===== config.mk =====
export PLATFORM = sky130hd
export DESIGN_NAME = adc_backend
export DESIGN_NICKNAME = d
export VERILOG_FILES = /design/src/rtl/adc_backend.v /design/src/rtl/sample_pipe.v /design/src/rtl/serial_port.v
export VERILOG_INCLUDE_DIRS = /design/src /design/src/rtl
export SDC_FILE = /design/constraint.sdc
export NUM_CORES = 1
export LEC_CHECK = 0
export BUFFER_PORTS_ARGS = -buffer_cell sky130_fd_sc_hd__buf_2
export CORE_ASPECT_RATIO = 0.9
export CORE_MARGIN = 2
export CORE_UTILIZATION = 34
export DETAILED_ROUTE_END_ITERATION = 16
export MAX_ROUTING_LAYER = met4
export PLACE_DENSITY = 0.6
export SYNTH_ARGS = -nofsm -noshare
export SYNTH_HDL_FRONTEND = slang
export SYNTH_SLANG_ARGS = --single-unit

===== constraint.sdc =====
create_clock -name clk -period 9 [get_ports clk]
set_input_delay 1.35 -clock clk [delete_from_list [all_inputs] [get_ports clk]]
set_output_delay 1.35 -clock clk [all_outputs]
set_load 0.005 [all_outputs]

===== src/rtl/adc_backend_map.vh =====
// Constants for the converter digital back end: register indices, field
// positions, reset values, encodings and timing counts.
// Assumes byte address = 4 * register index on the register bus.
`ifndef ADC_BACKEND_MAP_VH
`define ADC_BACKEND_MAP_VH

`define IDX_CHAN_SEL   13'h0005
`define IDX_POWER      13'h0008
`define IDX_STAB       13'h0009
`define IDX_TEST       13'h000D
`define IDX_BIST       13'h000E
`define IDX_OUT_MODE   13'h0014
`define IDX_OUT_PHASE  13'h0016
`define IDX_DCO_DELAY  13'h0017
`define IDX_BIST_STAT  13'h0024
`define IDX_OUT_ENABLE 13'h0101

`define B_CHAN_A       0
`define B_CHAN_B       1
`define B_POWERDOWN_PIN         0
`define B_STAB         0
`define B_PN_RST0      4
`define B_PN_RST1      5
`define B_BIST_EN      0
`define B_BIST_INIT    2
`define B_PORT_DIS     4
`define B_INTERLEAVE   5
`define B_LVDS         6
`define B_DCO_INV      7
`define B_TRI_EN       7

`define RST_CHAN_SEL   2'h3
`define RST_STAB       1'h1
`define RST_FMT        2'h0

`define FMT_OFFSET     2'h0
`define FMT_TWOS       2'h1
`define FMT_GRAY       2'h2

`define TM_OFF         4'h0
`define TM_MID         4'h1
`define TM_PFS         4'h2
`define TM_NFS         4'h3
`define TM_CHECK       4'h4
`define TM_PN          4'h5
`define TM_TOGGLE      4'h7

`define BIST_CYCLES    512
`define PIPE_DEPTH     16
`define STRAP_WAIT     2'h3
`define CRC_INIT       16'hFFFF
`define CRC_POLY       16'h1021
`define PN_SEED_A      16'h5A5A
`define PN_SEED_B      16'hA5A5

`define RESP_OKAY      2'h0
`define RESP_SLVERR    2'h2

`endif


===== src/rtl/adc_backend.v =====
// Dual-channel 12-bit converter digital back end: test sources, sample
// pipeline, output formatting, output buses, self-test and register file.
// Assumes core samples arrive on clk with a valid strobe; pins are async.
`timescale 1ns/1ps
`include "adc_backend_map.vh"

module adc_backend #(
	parameter        PIPE_DEPTH     = `PIPE_DEPTH,
	parameter [15:0] BIST_SIGNATURE = 16'h0000
) (
	input  wire        clk,
	input  wire        arst_n,
	input  wire [11:0] s_axi_awaddr,
	input  wire        s_axi_awvalid,
	output reg         s_axi_awready,
	input  wire [31:0] s_axi_wdata,
	input  wire [3:0]  s_axi_wstrb,
	input  wire        s_axi_wvalid,
	output reg         s_axi_wready,
	output reg  [1:0]  s_axi_bresp,
	output reg         s_axi_bvalid,
	input  wire        s_axi_bready,
	input  wire [11:0] s_axi_araddr,
	input  wire        s_axi_arvalid,
	output reg         s_axi_arready,
	output reg  [31:0] s_axi_rdata,
	output reg  [1:0]  s_axi_rresp,
	output reg         s_axi_rvalid,
	input  wire        s_axi_rready,
	input  wire [11:0] adc_a,
	input  wire        adc_a_ovr,
	input  wire [11:0] adc_b,
	input  wire        adc_b_ovr,
	input  wire        adc_valid,
	input  wire        serial_clock_format_pin,
	input  wire        serial_io_stabilizer_pin_in,
	output wire        serial_io_stabilizer_pin_out,
	output wire        serial_io_stabilizer_pin_oe,
	input  wire        chip_select_low,
	input  wire        powerdown_pin,
	input  wire        output_tristate_pin,
	output reg  [11:0] data_a,
	output reg         or_a,
	output reg         data_a_oe,
	output reg  [11:0] data_b,
	output reg         or_b,
	output reg         data_b_oe,
	output reg         data_clock_out_a,
	output reg         data_clock_out_a_oe,
	output reg         data_clock_out_b,
	output reg         data_clock_out_b_oe,
	output reg         duty_cycle_stabilizer
);
	localparam [10:0] BIST_RUN  = `BIST_CYCLES;
	localparam [10:0] BIST_EVAL = `BIST_CYCLES + PIPE_DEPTH;

	// Pin synchronisers: {tristate, powerdown, cs, sdio, sclk}
	reg  [4:0]  s1_r, s2_r;
	wire        sclk_s = s2_r[0];
	wire        sdio_s = s2_r[1];
	wire        csb_s  = s2_r[2];
	wire        pd_s   = s2_r[3];
	wire        oeb_s  = s2_r[4];

	reg  [1:0]  cap_cnt_r;
	reg         cap_done_r, strap_r;
	reg  [1:0]  chsel_r;
	reg         pwr_r, stab_r, il_r, lvds_r, inv_r, tri_en_r, pdis_a_r, pdis_b_r;
	reg  [5:0]  tm_r;
	reg  [1:0]  fmt_r, dly_r;
	reg         bist_act_r, bist_init_r, pass_r, done_r;
	reg  [10:0] bist_cnt_r;
	reg  [15:0] crc_r, pn_a_r, pn_b_r;
	reg         tog_r;
	reg         ph_r, dco_raw_r;
	reg  [12:0] pend_r;
	reg  [2:0]  dco_dly_r;
	reg         aw_hold_r, w_hold_r;
	reg  [12:0] aw_idx_r;
	reg  [7:0]  wdata_r;
	reg         wstrb0_r;

	wire [12:0] spi_addr;
	wire        spi_wr;
	wire [7:0]  spi_data;
	wire        axi_fire = aw_hold_r & w_hold_r & ~s_axi_bvalid & ~spi_wr;
	wire        wr_en    = spi_wr | (axi_fire & wstrb0_r);
	wire [12:0] wr_idx   = spi_wr ? spi_addr : aw_idx_r;
	wire [7:0]  wr_dat   = spi_wr ? spi_data : wdata_r;
	wire        bist_go  = wr_en & (wr_idx == `IDX_BIST) & wr_dat[`B_BIST_EN];

	function [11:0] pattern;
		input [3:0]  mode;
		input [11:0] pn;
		input        tog;
		begin
			case (mode)
				`TM_MID:    pattern = 12'h800;
				`TM_PFS:    pattern = 12'hFFF;
				`TM_NFS:    pattern = 12'h000;
				`TM_CHECK:  pattern = tog ? 12'hAAA : 12'h555;
				`TM_PN:     pattern = pn;
				`TM_TOGGLE: pattern = tog ? 12'hFFF : 12'h000;
				default:    pattern = 12'h800;
			endcase
		end
	endfunction

	// Core codes arrive offset binary; other formats derive from them
	function [11:0] fmt_code;
		input [11:0] c;
		input [1:0]  sel;
		begin
			case (sel)
				`FMT_TWOS: fmt_code = {~c[11], c[10:0]};
				`FMT_GRAY: fmt_code = c ^ {1'b0, c[11:1]};
				default:   fmt_code = c;
			endcase
		end
	endfunction

	function [15:0] lfsr_step;
		input [15:0] s;
		begin
			lfsr_step = {s[14:0], s[15] ^ s[13] ^ s[12] ^ s[10]};
		end
	endfunction

	function [15:0] crc_step;
		input [15:0] crc;
		input [23:0] d;
		integer k;
		reg [15:0] c;
		begin
			c = crc;
			for (k = 23; k >= 0; k = k - 1)
				c = {c[14:0], 1'b0} ^ ((c[15] ^ d[k]) ? `CRC_POLY : 16'h0000);
			crc_step = c;
		end
	endfunction

	function [7:0] rd_mux;
		input [12:0] idx;
		begin
			case (idx)
				`IDX_CHAN_SEL:   rd_mux = {6'h00, chsel_r};
				`IDX_POWER:      rd_mux = {7'h00, pwr_r};
				`IDX_STAB:       rd_mux = {7'h00, stab_r};
				`IDX_TEST:       rd_mux = {2'h0, tm_r};
				`IDX_BIST:       rd_mux = {5'h00, bist_init_r, 1'b0, bist_act_r};
				`IDX_OUT_MODE:   rd_mux = {1'b0, lvds_r, il_r, chsel_r[0] ? pdis_a_r : pdis_b_r, 2'h0, fmt_r};
				`IDX_OUT_PHASE:  rd_mux = {inv_r, 7'h00};
				`IDX_DCO_DELAY:  rd_mux = {6'h00, dly_r};
				`IDX_BIST_STAT:  rd_mux = {6'h00, done_r, pass_r};
				`IDX_OUT_ENABLE: rd_mux = {tri_en_r, 7'h00};
				default:         rd_mux = 8'h00;
			endcase
		end
	endfunction

	function mapped;
		input [12:0] idx;
		begin
			case (idx)
				`IDX_CHAN_SEL, `IDX_POWER, `IDX_STAB, `IDX_TEST, `IDX_BIST, `IDX_OUT_MODE,
				`IDX_OUT_PHASE, `IDX_DCO_DELAY, `IDX_BIST_STAT, `IDX_OUT_ENABLE: mapped = 1'b1;
				default: mapped = 1'b0;
			endcase
		end
	endfunction

	always @(posedge clk or negedge arst_n) begin
		if (!arst_n) begin
			s1_r <= 5'h00;
			s2_r <= 5'h00;
		end else begin
			s1_r <= {output_tristate_pin, powerdown_pin, chip_select_low,
			         serial_io_stabilizer_pin_in, serial_clock_format_pin};
			s2_r <= s1_r;
		end
	end

	// Chip select high after reset selects strap mode and keeps the port dead
	always @(posedge clk or negedge arst_n) begin
		if (!arst_n) begin
			cap_cnt_r  <= 2'h0;
			cap_done_r <= 1'b0;
			strap_r    <= 1'b0;
		end else if (!cap_done_r) begin
			cap_cnt_r <= cap_cnt_r + 2'h1;
			if (cap_cnt_r == `STRAP_WAIT) begin
				cap_done_r <= 1'b1;
				strap_r    <= csb_s;
			end
		end
	end

	serial_port u_serial (
		.clk        (clk),
		.arst_n     (arst_n),
		.sclk_s     (sclk_s),
		.sdio_s     (sdio_s),
		.csb_s      (csb_s | strap_r | ~cap_done_r),
		.rd_data    (rd_mux(spi_addr)),
		.addr_r     (spi_addr),
		.wr_r       (spi_wr),
		.wr_data_r  (spi_data),
		.sdio_out_r (serial_io_stabilizer_pin_out),
		.sdio_oe_r  (serial_io_stabilizer_pin_oe)
	);

	// Register file; a serial write and a bus write never land together
	always @(posedge clk or negedge arst_n) begin
		if (!arst_n) begin
			chsel_r <= `RST_CHAN_SEL; pwr_r <= 1'b0; stab_r <= `RST_STAB; tm_r <= 6'h00;
			fmt_r <= `RST_FMT; il_r <= 1'b0; lvds_r <= 1'b0; inv_r <= 1'b0; dly_r <= 2'h0;
			tri_en_r <= 1'b0; pdis_a_r <= 1'b0; pdis_b_r <= 1'b0;
		end else if (wr_en) begin
			case (wr_idx)
				`IDX_CHAN_SEL:  chsel_r <= wr_dat[1:0];
				`IDX_POWER:     pwr_r <= wr_dat[`B_POWERDOWN_PIN];
				`IDX_STAB:      stab_r <= wr_dat[`B_STAB];
				`IDX_TEST:      tm_r <= wr_dat[5:0];
				`IDX_OUT_MODE: begin
					fmt_r  <= wr_dat[1:0];
					il_r   <= wr_dat[`B_INTERLEAVE];
					lvds_r <= wr_dat[`B_LVDS];
					if (chsel_r[`B_CHAN_A])
						pdis_a_r <= wr_dat[`B_PORT_DIS];
					if (chsel_r[`B_CHAN_B])
						pdis_b_r <= wr_dat[`B_PORT_DIS];
				end
				`IDX_OUT_PHASE:  inv_r <= wr_dat[`B_DCO_INV];
				`IDX_DCO_DELAY:  dly_r <= wr_dat[1:0];
				`IDX_OUT_ENABLE: tri_en_r <= wr_dat[`B_TRI_EN];
				default: ;
			endcase
		end
	end

	// Datapath source: self-test, then test pattern, then converter core
	wire        tm_on    = (tm_r[3:0] != `TM_OFF);
	wire        bist_run = bist_act_r & (bist_cnt_r < BIST_RUN);
	wire        stb      = bist_run | adc_valid;
	wire [11:0] src_a    = bist_run ? pn_a_r[11:0] : tm_on ? pattern(tm_r[3:0], pn_a_r[11:0], tog_r) : adc_a;
	wire [11:0] src_b    = bist_run ? pn_b_r[11:0] : tm_on ? pattern(tm_r[3:0], pn_b_r[11:0], tog_r) : adc_b;
	wire        src_or_a = ~bist_run & ~tm_on & adc_a_ovr;
	wire        src_or_b = ~bist_run & ~tm_on & adc_b_ovr;
	wire        pn_rst   = (bist_go & wr_dat[`B_BIST_INIT]) | tm_r[`B_PN_RST0] | tm_r[`B_PN_RST1];

	always @(posedge clk or negedge arst_n) begin
		if (!arst_n) begin
			pn_a_r <= `PN_SEED_A;
			pn_b_r <= `PN_SEED_B;
			tog_r  <= 1'b0;
		end else begin
			if (stb)
				tog_r <= ~tog_r;
			if (pn_rst) begin
				pn_a_r <= `PN_SEED_A;
				pn_b_r <= `PN_SEED_B;
			end else if (stb & (bist_run | (tm_r[3:0] == `TM_PN))) begin
				pn_a_r <= lfsr_step(pn_a_r);
				pn_b_r <= lfsr_step(pn_b_r);
			end
		end
	end

	wire [26:0] q;
	wire        qv;
	// Flag and tag ride in the same word as the sample
	sample_pipe #(
		.W     (27),
		.DEPTH (PIPE_DEPTH)
	) u_pipe (
		.clk    (clk),
		.arst_n (arst_n),
		.d      ({bist_run, src_or_b, src_b, src_or_a, src_a}),
		.v      (stb),
		.q      (q),
		.qv     (qv)
	);

	wire [1:0]  fsel = strap_r ? {1'b0, sclk_s} : fmt_r;
	wire [11:0] fa   = fmt_code(q[11:0], fsel);
	wire [11:0] fb   = fmt_code(q[24:13], fsel);
	wire        drive_en = ~(pd_s | pwr_r) & ~(tri_en_r & oeb_s);
	wire [3:0]  dco_taps = {dco_dly_r, dco_raw_r};

	always @(posedge clk or negedge arst_n) begin
		if (!arst_n) begin
			data_a <= 12'h000; data_b <= 12'h000; or_a <= 1'b0; or_b <= 1'b0;
			pend_r <= 13'h0000; ph_r <= 1'b0; dco_raw_r <= 1'b1; dco_dly_r <= 3'h7;
			data_clock_out_a <= 1'b0; data_clock_out_b <= 1'b0;
			data_a_oe <= 1'b0; data_b_oe <= 1'b0;
			data_clock_out_a_oe <= 1'b0; data_clock_out_b_oe <= 1'b0;
			duty_cycle_stabilizer <= `RST_STAB;
		end else begin
			if (qv) begin
				data_a <= fa;
				or_a   <= q[12];
				if (il_r | lvds_r) begin
					pend_r    <= {q[25], fb};
					ph_r      <= 1'b1;
					dco_raw_r <= lvds_r;
				end else begin
					data_b    <= fb;
					or_b      <= q[25];
					ph_r      <= 1'b0;
					dco_raw_r <= 1'b0;
				end
			end else if (ph_r) begin
				data_a    <= pend_r[11:0];
				or_a      <= pend_r[12];
				ph_r      <= 1'b0;
				dco_raw_r <= ~lvds_r;
			end else if (!lvds_r) begin
				dco_raw_r <= 1'b1;
			end
			dco_dly_r        <= dco_taps[2:0];
			// Delay moves the clock later than the data for extra setup
			data_clock_out_a <= dco_taps[dly_r] ^ inv_r;
			data_clock_out_b <= dco_taps[dly_r] ^ inv_r;
			// Self-test does not gate these, so its sequence stays visible
			data_a_oe           <= drive_en & ~pdis_a_r;
			data_clock_out_a_oe <= drive_en & ~pdis_a_r;
			data_b_oe           <= drive_en & ~pdis_b_r;
			data_clock_out_b_oe <= drive_en & ~pdis_b_r;
			duty_cycle_stabilizer <= strap_r ? sdio_s : stab_r;
		end
	end

	// Self-test sequencing and signature
	always @(posedge clk or negedge arst_n) begin
		if (!arst_n) begin
			bist_act_r <= 1'b0; bist_init_r <= 1'b0; bist_cnt_r <= 11'h000;
			pass_r <= 1'b0; done_r <= 1'b0; crc_r <= `CRC_INIT;
		end else begin
			if (bist_go) begin
				bist_act_r  <= 1'b1;
				bist_init_r <= wr_dat[`B_BIST_INIT];
				bist_cnt_r  <= 11'h000;
				pass_r      <= 1'b0;
				done_r      <= 1'b0;
				crc_r       <= `CRC_INIT;
			end else begin
				if (qv & q[26])
					crc_r <= crc_step(crc_r, {fb, fa});
				if (bist_act_r) begin
					bist_cnt_r <= bist_cnt_r + 11'h001;
					if (bist_cnt_r == BIST_EVAL) begin
						bist_act_r <= 1'b0;
						done_r     <= 1'b1;
						pass_r     <= (crc_r == BIST_SIGNATURE);
					end
				end
			end
		end
	end

	// AXI4-Lite slave: one write and one read in flight
	always @(posedge clk or negedge arst_n) begin
		if (!arst_n) begin
			s_axi_awready <= 1'b1; s_axi_wready <= 1'b1; s_axi_bvalid <= 1'b0;
			s_axi_bresp <= `RESP_OKAY; aw_hold_r <= 1'b0; w_hold_r <= 1'b0;
			aw_idx_r <= 13'h0000; wdata_r <= 8'h00; wstrb0_r <= 1'b0;
			s_axi_arready <= 1'b1; s_axi_rvalid <= 1'b0; s_axi_rresp <= `RESP_OKAY;
			s_axi_rdata <= 32'h0000_0000;
		end else begin
			if (s_axi_awready & s_axi_awvalid) begin
				s_axi_awready <= 1'b0;
				aw_hold_r     <= 1'b1;
				aw_idx_r      <= {3'h0, s_axi_awaddr[11:2]};
			end
			if (s_axi_wready & s_axi_wvalid) begin
				s_axi_wready <= 1'b0;
				w_hold_r     <= 1'b1;
				wdata_r      <= s_axi_wdata[7:0];
				wstrb0_r     <= s_axi_wstrb[0];
			end
			if (axi_fire) begin
				s_axi_bvalid <= 1'b1;
				s_axi_bresp  <= mapped(aw_idx_r) ? `RESP_OKAY : `RESP_SLVERR;
			end
			if (s_axi_bvalid & s_axi_bready) begin
				s_axi_bvalid  <= 1'b0;
				aw_hold_r     <= 1'b0;
				w_hold_r      <= 1'b0;
				s_axi_awready <= 1'b1;
				s_axi_wready  <= 1'b1;
			end
			if (s_axi_arready & s_axi_arvalid) begin
				s_axi_arready <= 1'b0;
				s_axi_rvalid  <= 1'b1;
				s_axi_rdata   <= {24'h00_0000, rd_mux({3'h0, s_axi_araddr[11:2]})};
				s_axi_rresp   <= mapped({3'h0, s_axi_araddr[11:2]}) ? `RESP_OKAY : `RESP_SLVERR;
			end else if (s_axi_rvalid & s_axi_rready) begin
				s_axi_rvalid  <= 1'b0;
				s_axi_arready <= 1'b1;
			end
		end
	end
endmodule


===== src/rtl/sample_pipe.v =====
// Fixed-length sample delay line with a travelling valid bit.
// Assumes samples on the same clock as the block; advances every cycle.
`timescale 1ns/1ps
module sample_pipe #(
	parameter W     = 27,
	parameter DEPTH = 16
) (
	input  wire         clk,
	input  wire         arst_n,
	input  wire [W-1:0] d,
	input  wire         v,
	output wire [W-1:0] q,
	output wire         qv
);
	reg [W-1:0]     st_r [0:DEPTH-1];
	reg [DEPTH-1:0] v_r;

	genvar i;
	generate
		for (i = 0; i < DEPTH; i = i + 1) begin : stage
			always @(posedge clk or negedge arst_n) begin
				if (!arst_n) begin
					st_r[i] <= {W{1'b0}};
					v_r[i]  <= 1'b0;
				end else if (i == 0) begin
					st_r[i] <= d;
					v_r[i]  <= v;
				end else begin
					st_r[i] <= st_r[i-1];
					v_r[i]  <= v_r[i-1];
				end
			end
		end
	endgenerate

	assign q  = st_r[DEPTH-1];
	assign qv = v_r[DEPTH-1];
endmodule


===== src/rtl/serial_port.v =====
// Serial control port: 16-bit instruction then 8-bit data words, MSB first.
// Assumes sclk, sdio and chip select already pass a two-stage synchroniser.
`timescale 1ns/1ps
module serial_port (
	input  wire        clk,
	input  wire        arst_n,
	input  wire        sclk_s,
	input  wire        sdio_s,
	input  wire        csb_s,
	input  wire [7:0]  rd_data,
	output reg  [12:0] addr_r,
	output reg         wr_r,
	output reg  [7:0]  wr_data_r,
	output reg         sdio_out_r,
	output reg         sdio_oe_r
);
	reg        sclk_d_r;
	reg [4:0]  cnt_r;
	reg [15:0] sh_r;
	reg        rd_r;
	reg        load_r;
	reg        adv_r;
	reg [7:0]  out_sh_r;

	wire rise = sclk_s & ~sclk_d_r;
	wire fall = ~sclk_s & sclk_d_r;

	always @(posedge clk or negedge arst_n) begin
		if (!arst_n) begin
			sclk_d_r <= 1'b0; cnt_r <= 5'h00; sh_r <= 16'h0000; rd_r <= 1'b0;
			load_r <= 1'b0; adv_r <= 1'b0; out_sh_r <= 8'h00; addr_r <= 13'h0000;
			wr_r <= 1'b0; wr_data_r <= 8'h00; sdio_out_r <= 1'b0; sdio_oe_r <= 1'b0;
		end else begin
			sclk_d_r <= sclk_s;
			wr_r     <= 1'b0;
			load_r   <= 1'b0;
			adv_r    <= 1'b0;
			if (csb_s) begin
				// Frame ends whenever chip select rises
				cnt_r     <= 5'h00;
				rd_r      <= 1'b0;
				sdio_oe_r <= 1'b0;
			end else begin
				if (rise) begin
					sh_r <= {sh_r[14:0], sdio_s};
					if (cnt_r == 5'd15) begin
						// First instruction bit selects read or write
						rd_r   <= sh_r[14];
						addr_r <= {sh_r[11:0], sdio_s};
						load_r <= sh_r[14];
						cnt_r  <= 5'd16;
					end else if (cnt_r == 5'd23) begin
						wr_r      <= ~rd_r;
						wr_data_r <= {sh_r[6:0], sdio_s};
						adv_r     <= 1'b1;
						cnt_r     <= 5'd16;
					end else begin
						cnt_r <= cnt_r + 5'd1;
					end
				end
				// Streaming: next word goes to the next address
				if (adv_r) begin
					addr_r <= addr_r + 13'h0001;
					load_r <= rd_r;
				end
				if (load_r) begin
					out_sh_r   <= rd_data;
					sdio_out_r <= rd_data[7];
					sdio_oe_r  <= 1'b1;
				end else if (fall && rd_r && cnt_r > 5'd16) begin
					out_sh_r   <= {out_sh_r[6:0], 1'b0};
					sdio_out_r <= out_sh_r[6];
				end
			end
		end
	end
endmodule

Yosys cells after proc, flatten, opt, wreduce, memory -nomap -nowiden
Index checks and enable logic that the tools add are counted.
- RAM bits: 0
- memories: 0
- register bits after elaboration: 687
- logic and storage cells: 422
- latch bits: 0
- output and inout bits: 76
- input port bits: 99
- bits in read-only memories: 0
- multipliers: 0
- multiplexer cells: 120
- eq/ne operators: 51
- reductions and logical operators: 40
- divide/modulo/power cells: 0
- shifts and indexed selects: 0
- bitwise operators: 109
- add/sub/neg operators: 4
- magnitude comparators: 3
- operators with widths (operator ; count):
    $xor 16x13->16 ; 24
    $mux 13 ; 28
    $pmux 8 s10 ; 2
    $pmux 12 s5 ; 2
    $eq 13x4->1 const B ; 8
    $mux 12 ; 8
    $mux 16 ; 6
    $eq 10x4->1 const B ; 8
    $eq 13x5->1 const B ; 6
    $eq 10x5->1 const B ; 6
    $mux 1 ; 59
    $pmux 12 s2 ; 2
    $xor 1x1->1 ; 31
    $reduce_and 2->1 ; 15
    $reduce_bool 2->1 ; 15
    $eq 13x3->1 const B ; 2
    $eq 13x9->1 const B ; 2
    $and 1x1->1 ; 24
    $xor 12x11->12 ; 2
    $mux 11 ; 2
    $eq 10x3->1 const B ; 2
    $eq 10x6->1 const B ; 2
    $eq 10x9->1 const B ; 2
    $mux 5 ; 4
    28 further kinds ; 65

Logic depth before layout (Yosys ltp)
- depth in word-level cells: 77
- depth in mapped cells: 13
- gate-level depth less buffers: 11

Modules after synthesis
A second synthesis with hierarchy kept.
- cells, all modules: 1751
- area total of the unflattened synthesis: 24300.8 µm²
- modules (own cells, without submodules) (module ; instances ; seq. area each (µm²) ; area each (µm²) ; cells each):
    sample_pipe ; 1 ; 11210.8 ; 11413.4 ; 475
    adc_backend ; 1 ; 4608.2 ; 10266.1 ; 1040
    serial_port ; 1 ; 1376.3 ; 2621.3 ; 236

Worst setup path after synthesis
No wires, ideal clock.
- path type: reg-to-reg
- from: register strap_r
- to: register crc_r[6]
- stages on the path, launching flop included: 12
- buffers on the path: 1
- arrival time: 3.174 ns
- library setup time: 0.064 ns
- required time: 8.936 ns
- period minus slack after synthesis: 3.238 ns
- slack: 5.762 ns
- path through: dfrtp_1 mux2i_1 ha_1 buf_4 or3b_2 o21ai_1 xnor3_1 xnor2_1 xnor2_2 xnor3_1 or3_1 nand3_1
- word-level cells in the longest chain between the ends: 39
- elaborated cells on any way between the ends: 61
- classes of those cells: 2 x eq/ne; 20 x mux; 39 x bitwise
- RTL lines (item ; RTL line ; source):
    start, declared ; adc_backend.v:66 ; reg cap_done_r, strap_r;
    start signal, assigned ; adc_backend.v:193 ; strap_r <= csb_s;
    $mux 2 (*) ; adc_backend.v:284 ; wire [1:0] fsel = strap_r ? {1'b0, sclk_s} : fmt_r;
    $eq 2x2->1 / $eq 2x1->1 (equally long branches) ; adc_backend.v:114 ; case (sel)
    $pmux 12 s2 ; adc_backend.v:114 ;
    $xor 1x1->1 ; adc_backend.v:137 ; c = {c[14:0], 1'b0} ^ ((c[15] ^ d[k]) ? `CRC_POLY : 16'h0000);
    $mux 13 ; adc_backend.v:137 ;
    $xor 16x13->16 (4 in series) ; adc_backend.v:137 ;
    $xor 1x1->1 ; adc_backend.v:137 ;
    $mux 13 ; adc_backend.v:137 ;
    [16 not listed] ; - ;
    $xor 1x1->1 ; adc_backend.v:137 ;
    $mux 13 ; adc_backend.v:137 ;
    $xor 16x13->16 (4 in series) ; adc_backend.v:137 ;
    $xor 1x1->1 ; adc_backend.v:137 ;
    $mux 13 ; adc_backend.v:137 ;
    $xor 16x13->16 (*) (2 in series) ; adc_backend.v:137 ;
    $mux 16 (*) ; adc_backend.v:347 ; if (qv & q[26])
    $mux 16 (*) ; adc_backend.v:339 ; if (bist_go) begin
    end signal, assigned ; adc_backend.v:345 ; crc_r <= `CRC_INIT;
    end signal, assigned ; adc_backend.v:348 ; crc_r <= crc_step(crc_r, {fb, fa});
    end, declared ; adc_backend.v:73 ; reg [15:0] crc_r, pn_a_r, pn_b_r;
Mark *: on every way between the ends. The rest lies on a longest branch, timed or not. The select of a mux whose other input is x is not followed.
A chain may end at the register's enable or synchronous reset.

Worst setup path in the final report
- from: register strap_r
- to: register crc_r[8]
- word-level cells in the longest chain between the ends: 41
- elaborated cells on any way between the ends: 57
- classes of those cells: 2 x eq/ne; 18 x mux; 37 x bitwise
- RTL lines (item ; RTL line):
    $mux 2 (*) ; adc_backend.v:284
    $eq 2x2->1 / $eq 2x1->1 (equally long branches) ; adc_backend.v:114
    $pmux 12 s2 ; adc_backend.v:114
    $xor 1x1->1 ; adc_backend.v:137
    $mux 13 ; adc_backend.v:137
    $xor 16x13->16 (4 in series) ; adc_backend.v:137
    $xor 1x1->1 ; adc_backend.v:137
    $mux 13 ; adc_backend.v:137
    [16 not listed] ; -
    $xor 1x1->1 ; adc_backend.v:137
    $mux 13 ; adc_backend.v:137
    $xor 16x13->16 (4 in series) ; adc_backend.v:137
    $xor 1x1->1 ; adc_backend.v:137
    $mux 13 ; adc_backend.v:137
    $xor 16x13->16 (*) (4 in series) ; adc_backend.v:137
    $mux 16 (*) ; adc_backend.v:347
    $mux 16 (*) ; adc_backend.v:339
Marked as above.

==> summary.md <==
| Metric | Value |
|---|---|
| Synth warn | `0` |
| Placer Congestion | `0.887` |
| Initial antenna violation count | `1` |
| Tcrit/Tclk final | `48.3%` |
| Die Ht | `257 um` |
| PortBufs | `117` |
| Vias in the first global route | `13600` |
| Vias | `13400` |
| Die Width | `285 um` |
| Starting Density | `34.5%` |
| Leading area contributor after synthesis | `dfrtp_1` |
| Critical path fanouts, max | `30` |
| Worst-Margin Slew | `1.08 ns` |
| Die area | `73400 um2` |
| Worst-skew pair later-pin latency | `0.60 ns` |
| Grt total ovfl | `0` |
| Setup Viol. Count Final | `0` |
| Antenna Nets Post-Route | `0` |
| Syn avg cell area | `13.9 um2` |
| Vias per std cell | `4.65` |
| Fin Clk Skew | `0.0349 ns` |
| # H-tree levels | `3` |
| Synth top area cells | `dfrtp_1 66%, dfstp_2 4.7%, mux2_2 3.6%, nand2_1 2.7%, a21oi_1 1.8%` |
| Max Transition Viols Final | `0` |
| I/O pin cnt | `175` |
| CTS tree | `built` |
| Clock buffer depth | `3` |
| Critical Path RT | `9.47 ns` |
| Tmin final | `4.35 ns` |
| Final TNS setup | `0 ns` |
| DRC viols | `0` |
| HPWL after detailed placement | `30.9 mm` |
| Synthesized flop and latch total | `685` |
| Top cell type's share of synthesized area | `66.3%` |
| Final instance area | `28200 um2` |
| Drt pass-1 iters | `5` |
| Clock slew at reported path FFs | `0.07 ns` |
| Area after DPL | `25800 um2` |
| Synth Flop Type | `dfrtp_1` |
| Post-synth EDFFs | `0` |
| Post-synth ARST share | `100%` |
| Crit path launch type | `flop` |
| Layout cells sized above 1 | `21.0%` |
| Leakage power | `12.6 nW` |
| Final Hold Viols | `0` |
| F_max | `230 MHz` |
| Area Growth Syn to Fin | `16.5%` |
| WS Path Type | `reg2reg` |
| Mapped Area | `24200 um2` |
| Nets | `1987` |
| FP Rows | `92` |
| Worst hold path type | `reg2reg` |
| Status | `finished clean` |
| RSZ-0062 raised after global routing | `false` |
| First-pass GRT wire length | `76.7 mm` |
| # Max-Cap Violations | `0` |
| Largest net degree at the start of global routing | `163` |
| Drt first-iter violations | `852` |
| CORE AREA | `70300 um2` |
| Cell Pwr Density | `273 nW/um2` |
| CTS Buf Count | `70` |
| Syn Inst Count | `1742` |
| GRT Util Overall | `13.6%` |
| Worst Path Arrival | `4.82 ns` |
| Peak supply drop | `0.000133 V` |
| CTS-repair resized insts | `0` |
| Routed len/inst | `16.5 um` |
| Post-synthesis sequential area ratio | `70.9%` |
| Worst Setup End Kind | `flop` |
| Postcts setup bufs | `0` |
| CTS root buffer | `clkbuf_16` |
| Final WL | `47.4 mm` |
| Hold_buf cts | `0` |
| Slew HR | `28.3%` |
| Clock Sinks | `685` |
| Unique masters post-synth | `81` |
## placed cells by master, fill, tap and decap left out, drive strengths merged, types with 12 or more instances in the layout
cell type,count
dfrtp,642
nand2b,22
a221o,22
buf,131
xor2,27
nor3,12
o211ai,12
nand3,45
conb,26
nor2b,18
and3,12
mux2,78
mux2i,30
nand2,172
o21ai,82
dfstp,43
clkbuf,105
nor2,83
a21oi,85
a211oi,16
ha,13
inv,31
xnor2,50
## power breakdown
part / internal [mW] / switching (mW) / total (mW)
logic: 0.458 / 0.493 / 0.951
registers: 3.52 / 0.236 / 3.75
clock network: 1.84 / 1.18 / 3.02
total: 5.82 / 1.91 / 7.72
## registers in the layout (all words and copies together), names as in the netlist, 6 cells and up
signal,count
aw_idx_r,10
bist_cnt_r,11
crc_r,16
data_a,12
data_b,12
pend_r,13
pn_a_r,16
pn_b_r,16
s_axi_rdata,8
tm_r,6
u_pipe.q,27
u_pipe.st_r,405
u_pipe.v_r,15
u_serial.addr_r,13
u_serial.out_sh_r,7
u_serial.sh_r,15
u_serial.wr_data_r,8
wdata_r,8
## kinds of logic (layout without fill, tap and decap cells)
kind of cell             after synthesis  count (layout)  share of synthesized area (%)
AO/OA/AOI/OAI                        278             278                           7.63
XOR/XNOR                              89              89                           4.35
adder cells (fa/ha/maj)               13              13                          0.671
buffers and inverters                124             288                           2.45
flip-flops                           685             685                           70.9
multiplexers                         109             109                           4.96
other                                  1              27                         0.0155
AND/OR/NAND/NOR                      443             443                           8.99
## cell type report
type	count	area, um2
Timing Repair Buffer	131	738
Multi-Input combinational cell	958	6570
Antenna cell	1	2.50
Clock inverter	23	338
Fill cell	6432	42100
Clock buffer	105	2120
Sequential cell	685	17200
Tap cell	940	1180
Inverter	29	109
## final timing paths
kind                               start         endpoint  slack [ns]  depth (start not counted)
min reg2reg                u_pipe.v_r[3]    u_pipe.v_r[4]        0.33                          0
min                        u_pipe.v_r[3]    u_pipe.v_r[4]        0.33                          0
max                              strap_r         crc_r[8]        4.65                         10
max reg2reg                      strap_r         crc_r[8]        4.65                         10
min in group asynchronous         arst_n  u_pipe.st_r[52]        0.81                          1
max in group asynchronous         arst_n        pn_b_r[1]        6.26                          3
## metrics by stage
stage | setup WS [ns] | utilization, % | cells | hold slack, ns | power (mW)
3_5_place_dp | 4.61 | 36.7 | 2743 | 0.335 | 4.76
2_1_floorplan | 5.76 | - | 1767 | 0.331 | 4.42
5_1_grt | 4.36 | 40.2 | 2872 | 0.337 | 8.11
4_1_cts | 4.55 | 40.2 | 2871 | 0.324 | 7.85
3_3_place_gp | 4.59 | 36.7 | 2743 | 0.331 | 4.72
6_report | 4.65 | 40.2 | 2872 | 0.329 | 7.72
## Yosys cell counts (all sizes together), types with 3 or more instances
library cell / instances
nor3b: 4
a221oi: 6
clkbuf: 50
a22o: 6
nor3: 12
nand4: 10
or3: 4
o211ai: 12
xnor2: 50
inv: 29
mux2i: 30
ha: 13
and2: 9
o22ai: 10
mux2: 78
nand4b: 3
dfrtp: 642
a31oi: 8
nor2b: 18
nor4bb: 4
and4bb: 6
nand2b: 22
a211oi: 16
xor3: 3
xnor3: 9
dfstp: 43
buf: 45
nor4: 11
a21oi: 85
nand2: 172
xor2: 27
and3b: 7
a221o: 22
o21ai: 82
and3: 12
nand3b: 6
nor2: 83
nand3: 45
a22oi: 9
a32o: 3
or2: 6
## per-layer routing
layer | track usage [%] | share of wire [%] | wire [um]
met1 | 18.6 | 47 | 22400
met2 | 20.1 | 46 | 21600
met3 | 2.97 | 4.7 | 2220
met4 | 4.32 | 2.6 | 1240
met5 | - | 0 | 0
## critical path, stage by stage (launching register included)
cell	delay (ns)
dfrtp_1	0.47
mux2i_1	0.56
ha_1	0.72
or2_4	0.45
a21oi_1	0.13
a221oi_2	0.47
xnor3_1	0.33
xnor2_1	0.47
xor3_1	0.41
nor2_1	0.10
o21ai_1	0.08
Note: power is estimated with default switching activity, not from simulation.
